## src/adcrm_cfg.svh

```systemverilog
// Constants for the converter result and mode control block.
// Assumes a Wishbone slave with byte addresses and 32-bit data lanes.
`ifndef ADCRM_CFG_SVH
`define ADCRM_CFG_SVH
`define ADCRM_RESULT_BASE 8'h00
`define ADCRM_CSR_OFS 8'h40
`define ADCRM_CTRL_OFS 8'h44
`define ADCRM_CSR_RESET 8'h00
`define ADCRM_CTRL_RESET 8'h00
`define ADCRM_FLAG_BIT 7
`define ADCRM_IE_BIT 6
`define ADCRM_MODE_LSB 4
`define ADCRM_CTRL_START_BIT 1
`define ADCRM_CTRL_SCAN_BIT 0
`endif

```

## src/adcrm_pkg.sv

```systemverilog
// Types shared by the converter control block.
// Assumes the constants header is included beside it.
package adcrm_pkg;
  typedef enum logic [1:0] {
    ADCRM_SINGLE = 2'h0,
    ADCRM_SCAN4 = 2'h1,
    ADCRM_SCAN8 = 2'h2,
    ADCRM_SCAN12 = 2'h3
  } adcrm_mode_t;

  typedef struct packed {
    logic conversion_end_flag;
    logic conversion_irq_enable;
    adcrm_mode_t mode;
    logic [3:0] channel_sel;
  } adcrm_csr_t;

  typedef struct packed {
    logic cyc;
    logic stb;
    logic we;
    logic [7:0] adr;
    logic [3:0] sel;
    logic [31:0] dat;
  } adcrm_wb_req_t;

  typedef struct packed {
    logic req;
    logic [3:0] chan;
  } adcrm_conv_req_t;

  typedef struct packed {
    logic done;
    logic [9:0] value;
  } adcrm_conv_rsp_t;
endpackage

```

## src/adcrm_top.sv

```systemverilog
// Converter result and mode control: Wishbone slave, sequencer, interrupt.
// Assumes an analog core that takes a channel request and returns a value
// with a one-cycle done pulse; DMA acknowledge is a one-cycle pulse.
`timescale 1ns/10ps
`include "adcrm_cfg.svh"
module adcrm_top (
  input wire logic core_clk,
  input wire logic nrst,
  input wire logic standby,
  input wire logic wb_cyc_i,
  input wire logic wb_stb_i,
  input wire logic wb_we_i,
  input wire logic [7:0] wb_adr_i,
  input wire logic [3:0] wb_sel_i,
  input wire logic [31:0] wb_dat_i,
  output logic [31:0] wb_dat_o,
  output logic wb_ack_o,
  output logic wb_err_o,
  output adcrm_pkg::adcrm_conv_req_t conv_req,
  input wire adcrm_pkg::adcrm_conv_rsp_t conv_rsp,
  input wire logic dma_ack,
  output logic unit0_conversion_irq
);
  import adcrm_pkg::*;

  typedef enum logic [2:0] {
    ST_IDLE = 3'b001,
    ST_REQ = 3'b010,
    ST_WAIT = 3'b100
  } adcrm_st_t;

  typedef struct packed {
    adcrm_csr_t csr;
    logic start;
    logic scan_cont;
    logic flag_seen;
    adcrm_st_t st;
    logic [3:0] cur;
    logic ack;
    logic err;
    logic [31:0] rdata;
  } adcrm_state_t;

  adcrm_state_t q;
  adcrm_state_t next_q;
  logic [3:0] plan_first;
  logic [3:0] plan_next;
  logic plan_last;
  logic [15:0] bank_data;
  logic bank_wr;
  logic hit_res;
  logic hit_csr;
  logic hit_ctrl;
  logic req;
  logic wr_lane0;

  // ==========================================================
  // Helpers
  adcrm_chan_plan u_plan (
    .mode(q.csr.mode),
    .channel_sel(q.csr.channel_sel),
    .cur(q.cur),
    .first(plan_first),
    .next(plan_next),
    .last(plan_last)
  );

  assign bank_wr = (q.st == ST_WAIT) && conv_rsp.done && q.start;

  adcrm_result_bank #(
    .CHANNELS(16)
  ) u_bank (
    .core_clk(core_clk),
    .nrst(nrst),
    .standby(standby),
    .wr_en(bank_wr),
    .wr_chan(q.cur),
    .wr_value(conv_rsp.value),
    .rd_chan(wb_adr_i[5:2]),
    .rd_data(bank_data)
  );

  // ==========================================================
  // Bus decode
  assign req = wb_cyc_i && wb_stb_i && !q.ack && !q.err;
  assign hit_res = (wb_adr_i < `ADCRM_CSR_OFS) && (wb_adr_i[1:0] == 2'h0);
  assign hit_csr = (wb_adr_i == `ADCRM_CSR_OFS);
  assign hit_ctrl = (wb_adr_i == `ADCRM_CTRL_OFS);
  assign wr_lane0 = req && wb_we_i && wb_sel_i[0];

  // ==========================================================
  // Next-state logic
  always_comb begin
    next_q = q;
    next_q.ack = 1'b0;
    next_q.err = 1'b0;
    // Bus answer, one cycle after the request
    if (req) begin
      if (hit_res || hit_csr || hit_ctrl) begin
        next_q.ack = 1'b1;
      end else begin
        next_q.err = 1'b1;
      end
      if (!wb_we_i) begin
        if (hit_res) begin
          next_q.rdata = {16'h0000, bank_data};
        end else if (hit_csr) begin
          next_q.rdata = {24'h000000, q.csr};
        end else if (hit_ctrl) begin
          next_q.rdata = {30'h0, q.start, q.scan_cont};
        end else begin
          next_q.rdata = 32'h00000000;
        end
      end
    end
    // Remember a read that saw the flag set
    if (req && !wb_we_i && hit_csr && q.csr.conversion_end_flag) begin
      next_q.flag_seen = 1'b1;
    end
    // Software writes to control/status
    if (wr_lane0 && hit_csr) begin
      next_q.csr.conversion_irq_enable = wb_dat_i[`ADCRM_IE_BIT];
      next_q.csr.mode = adcrm_mode_t'(wb_dat_i[5:4]);
      next_q.csr.channel_sel = wb_dat_i[3:0];
      if (!wb_dat_i[`ADCRM_FLAG_BIT] && q.flag_seen) begin
        next_q.csr.conversion_end_flag = 1'b0;
        next_q.flag_seen = 1'b0;
      end
    end
    // DMA service clears the flag
    if (dma_ack && unit0_conversion_irq) begin
      next_q.csr.conversion_end_flag = 1'b0;
      next_q.flag_seen = 1'b0;
    end
    // Software writes to start and scan control
    if (wr_lane0 && hit_ctrl) begin
      next_q.start = wb_dat_i[`ADCRM_CTRL_START_BIT];
      next_q.scan_cont = wb_dat_i[`ADCRM_CTRL_SCAN_BIT];
    end
    // Sequencer
    case (q.st)
      ST_IDLE: begin
        if (q.start) begin
          next_q.cur = plan_first;
          next_q.st = ST_REQ;
        end
      end
      ST_REQ: begin
        next_q.st = q.start ? ST_WAIT : ST_IDLE;
      end
      ST_WAIT: begin
        if (!q.start) begin
          next_q.st = ST_IDLE;
        end else if (conv_rsp.done) begin
          if (plan_last) begin
            next_q.csr.conversion_end_flag = 1'b1;
            if (q.csr.mode == ADCRM_SINGLE || !q.scan_cont) begin
              next_q.start = 1'b0;
              next_q.st = ST_IDLE;
            end else begin
              next_q.cur = plan_first;
              next_q.st = ST_REQ;
            end
          end else begin
            next_q.cur = plan_next;
            next_q.st = ST_REQ;
          end
        end
      end
      default: begin
        next_q.st = ST_IDLE;
      end
    endcase
  end

  // ==========================================================
  // State register
  always_ff @(posedge core_clk) begin
    if (!nrst || standby) begin
      q.csr <= adcrm_csr_t'(`ADCRM_CSR_RESET);
      q.start <= 1'b0;
      q.scan_cont <= 1'b0;
      q.flag_seen <= 1'b0;
      q.st <= ST_IDLE;
      q.cur <= 4'h0;
      q.ack <= 1'b0;
      q.err <= 1'b0;
      q.rdata <= 32'h00000000;
    end else begin
      q <= next_q;
    end
  end

  // ==========================================================
  // Outputs
  assign wb_ack_o = q.ack;
  assign wb_err_o = q.err;
  assign wb_dat_o = q.rdata;
  // Request pulse and channel packed in one go: one driver for the struct
  assign conv_req = {(q.st == ST_REQ) && q.start, q.cur};
  // Interrupt while flag and enable are both set
  assign unit0_conversion_irq = q.csr.conversion_end_flag && q.csr.conversion_irq_enable;
endmodule // adcrm_top

```

## src/adcrm_chan_plan.sv

```systemverilog
// Channel planner: first and last channel and group stepping per mode.
// Assumes mode and channel fields are stable while a conversion runs.
`timescale 1ns/10ps
module adcrm_chan_plan (
  input wire adcrm_pkg::adcrm_mode_t mode,
  input wire logic [3:0] channel_sel,
  input wire logic [3:0] cur,
  output logic [3:0] first,
  output logic [3:0] next,
  output logic last
);
  import adcrm_pkg::*;
  logic [1:0] top_grp;
  logic [1:0] off;
  // Work out group span and position within the pass
  always_comb begin
    off = channel_sel[1:0];
    first = 4'h0;
    top_grp = 2'h0;
    case (mode)
      ADCRM_SINGLE: begin
        first = channel_sel;
        top_grp = channel_sel[3:2];
      end
      ADCRM_SCAN4: begin
        first = {channel_sel[3:2], 2'h0};
        top_grp = channel_sel[3:2];
      end
      ADCRM_SCAN8: begin
        top_grp = 2'h1;
      end
      ADCRM_SCAN12: begin
        top_grp = 2'h2;
      end
      default: begin
        top_grp = 2'h0;
      end
    endcase
    if (mode == ADCRM_SINGLE) begin
      last = 1'b1;
      next = cur;
    end else begin
      last = (cur[3:2] == top_grp) && (cur[1:0] == off);
      if (cur[1:0] == off) begin
        next = {cur[3:2] + 2'h1, 2'h0};
      end else begin
        next = cur + 4'h1;
      end
    end
  end
endmodule // adcrm_chan_plan

```

## src/adcrm_result_bank.sv

```systemverilog
// Sixteen result registers, one per analog input, read by index.
// Assumes writes come from the sequencer only; software cannot write.
`timescale 1ns/10ps
module adcrm_result_bank #(
  parameter int CHANNELS = 16
) (
  input wire logic core_clk,
  input wire logic nrst,
  input wire logic standby,
  input wire logic wr_en,
  input wire logic [3:0] wr_chan,
  input wire logic [9:0] wr_value,
  input wire logic [3:0] rd_chan,
  output logic [15:0] rd_data
);
  import adcrm_pkg::*;
  // One entry per input so each generate branch owns its own variable
  logic [9:0] store [CHANNELS];
  // Per-channel storage, cleared by reset and standby
  genvar k;
  generate
    for (k = 0; k < CHANNELS; k++) begin : g_chan
      always_ff @(posedge core_clk) begin
        if (!nrst || standby) begin
          store[k] <= 10'h000;
        end else if (wr_en && (wr_chan == 4'(k))) begin
          store[k] <= wr_value;
        end
      end
    end
  endgenerate
  // Pack value into high byte and bits 7..6, rest zero
  assign rd_data = {store[rd_chan], 6'h00};
endmodule // adcrm_result_bank

```

## config.mk

```make
export PLATFORM = sky130hd
export DESIGN_NAME = adcrm_top
export DESIGN_NICKNAME = d
export VERILOG_FILES = /design/src/adcrm_pkg.sv /design/src/adcrm_top.sv /design/src/adcrm_chan_plan.sv /design/src/adcrm_result_bank.sv
export VERILOG_INCLUDE_DIRS = /design/src /design/src/src
export SDC_FILE = /design/constraint.sdc
export NUM_CORES = 1
export LEC_CHECK = 0
export BUFFER_PORTS_ARGS = -buffer_cell sky130_fd_sc_hd__clkbuf_2
export CAP_MARGIN = 5
export CORE_MARGIN = 5
export CORE_UTILIZATION = 24
export CTS_CLUSTER_DIAMETER = 40
export DETAILED_ROUTE_END_ITERATION = 10
export GPL_TIMING_DRIVEN = 0
export SYNTH_ARGS = -nofsm -noshare
export SYNTH_HDL_FRONTEND = slang
export SYNTH_SLANG_ARGS = --single-unit
```

## constraint.sdc

```tcl
create_clock -name core_clk -period 2.3 [get_ports core_clk]
set_input_delay 0.345 -clock core_clk [delete_from_list [all_inputs] [get_ports core_clk]]
set_output_delay 0.345 -clock core_clk [all_outputs]
set_load 0.01 [all_outputs]
```

==> reports/results.tsv <==
metric	value	unit
RR Endpoint	u_bank.store[11][1]	
Final setup viols	0	
Power Total	7500	uW
Die Y	208	um
Slew Limit Fails	0	
final WL	23500	um
RSZ-0062 raised after global routing	yes	
num ports	102	
Post-CTS Setup Inserts	0	
Worst Skew	15.6	ps
Yosys reg bits	196	
GRT Total Usage	0.108	
Detail Placement HPWL	16400	um
grt ovf	0	
initial antenna violation count	2	
Yosys top cell by area	edfxtp_1	
Worst Setup End Kind	flip-flop	
num rows	72	
crit-path leading delay family	simple AND/OR/NAND/NOR gates	
slowest CP cell	nor2_1	
crit path DAT	2600	ps
ANT cells	0	
dpl cells	1277	
antenna-violating nets left	0	
die width	208	um
vias in the first global route	5708	
highest-count cells in the layout ignoring fill and taps	and2_1, edfxtp_1, clkbuf_2	
post-synthesis sequential area ratio	0.589	
number of clock sinks	196	
R2R depth	4	
cell count after synthesis	689	
TNS Setup	0	ps
top cell type's share of synthesized area	0.512	
CORE AREA	38600	sq um
Residual DRC	0	
largest net degree at the start of global routing	20	
synthesized area	9390	sq um
yosys warns	0	
max-cap violation count	0	
status	finished clean	
measured slew at the worst slew-check pin	1110	ps
multi-input logic area	3480	sq um
Worst Path Max Fanout	10	
Max IR drop VDD	542	uV
clk buf depth	2	
Hold Slack	142	ps
R2R Setup Slk	4	ps
worst path bufs/invs	0	
Post-synth top flop	edfxtp_1	
worst-case hold path end point	q[49]	
Hold WC Path Type	input port to flip-flop	
GP Congestion	0.794	
# fillers	3937	
Routed wire per std cell	17.9	um
Syn-to-layout area delta	17.3	%
non-filler cells, final	1309	
share of cells above drive strength 1	0.267	
post-DR vias/cell	4.35	
die area	43200	sq um
Hold Startpoint	wb_dat_i[5]	
TritonRoute pass-1 iters	5	
first-pass GRT wire length	35800	um
synth top area cells	edfxtp_1, mux4_2, and2_1	
starting density of the core	0.243	
P per Cell Area	682	nW/um^2
syn avg cell area	13.6	sq um
startpoint types	flip-flop	
number of buffers created by CTS	17	
final worst path period need	2300	ps
hold depth	3	
Synth async-reset ratio	0	
most common library cell in the layout ignoring fill and taps	and2_1	
H-tree Lvls	4	
worst-skew pair later-pin latency	440	ps
Relative slew margins	0.256	
FF-to-FF Start	q[43]	
Synth cell types	54	
clock transition at the registers of the reported paths	80	ps
Final Hold Viols	0	
root buf cell	clkbuf_16	
fmax	435	MHz
leakage	0.00412	uW
CP Cell Sequence	and4_1 -> nand2_1 -> nor2_1 -> and2_1	
Final Core Density	0.285	
IO Port Bufs	55	
final worst path period share	0.998	
count of flip-flops with a built-in enable after synthesis	160	
Register Area	5530	sq um
Critical Path RT	2600	ps
CTS tree	done	
Total Nets Final	848	
Crit Path Class	flip-flop to flip-flop	
slowest stage delay, CP	890	ps
initial detailed-routing violation count	477	
Vias	5695	
==> sequential cells by signal, indices dropped and copies added, names as in the netlist <==
name and count:
wb_dat_o 16, wb_err_o 1, q 14, u_bank.store 160, conv_req 4, wb_ack_o 1
==> worst reg2reg max path: cells and delay by family, from the launching register on <==
family        cells  cell delay (ps)
flops             1              460
simple gates      4             1690
==> cell type report <==
cell class | count | area share
buffer | 71 | 0.0383
clock buffer | 17 | 0.0386
clock inverter | 15 | 0.0150
inverter | 17 | 0.00580
multi-input combinational | 420 | 0.316
sequential | 196 | 0.502
tap | 518 | 0.0589
timing repair buffer | 55 | 0.0250
==> cells in the mapped netlist (all sizes together), types with 7 or more instances <==
library cell and n:
a21o 16, a21oi 7, and2 166, buf 45, clkbuf 26, dfxtp 36, edfxtp 160, ha 8
inv 17, mux2i 9, mux4 50, nand2 27, nand3 7, nor2 35, o21ai 13
==> layer usage <==
layer / vias to the layer above / share of wire / GRT usage
li1: 2630 / - / -
met1: 2868 / 0.46 / 0.144
met2: 157 / 0.47 / 0.174
met3: 36 / 0.054 / 0.0310
met4: 4 / 0.020 / 0.0317
met5: - / 0.00089 / 0
==> stage by stage <==
stage,worst slack (ps),area [sq um]
after floorplan,268,9440
after global placement,-302,10400
after detailed placement,-303,10400
after CTS,20.3,11000
after global routing,-79.9,11000
final,3.62,11000
==> cell families after synthesis <==
group	Yosys count	synth area share
DFF	196	0.589
other	1	0.000400
and+or+nand+nor	267	0.163
adders and majority gates	8	0.0107
muxes	60	0.131
buffers and inverters	88	0.0517
xor gates and xnor gates	5	0.00467
AOI/OAI and AO/OA	64	0.0499
==> worst max-delay path by stage <==
stage | start | endpoint | slack [ps] | depth (start not counted)
4_1_cts | q[43] | u_bank.store[8][0] | 20 | 5
3_5_place_dp | wb_adr_i[3] | wb_dat_o[10] | -300 | 6
5_1_grt | q[43] | u_bank.store[9][8] | -80 | 4
2_1_floorplan | wb_adr_i[2] | wb_dat_o[10] | 270 | 6
3_3_place_gp | wb_adr_i[3] | wb_dat_o[10] | -300 | 6
6_report | q[43] | u_bank.store[11][1] | 4 | 4
==> power breakdown <==
group	switching (uW)	internal [uW]	leakage, uW	total (uW)
sequential	35.1	3960	0.00203	4000
combinational	284	209	0.00180	493
clock	1470	1550	0.000288	3010
total	1780	5720	0.00412	7500
==> timing repair <==
action | 4_1_cts | 5_1_grt
hold buffers | 0 | 0
setup endpoints to repair | 108 | 131
resized for setup | 14 | 11
(Power assumes the default switching activity.)
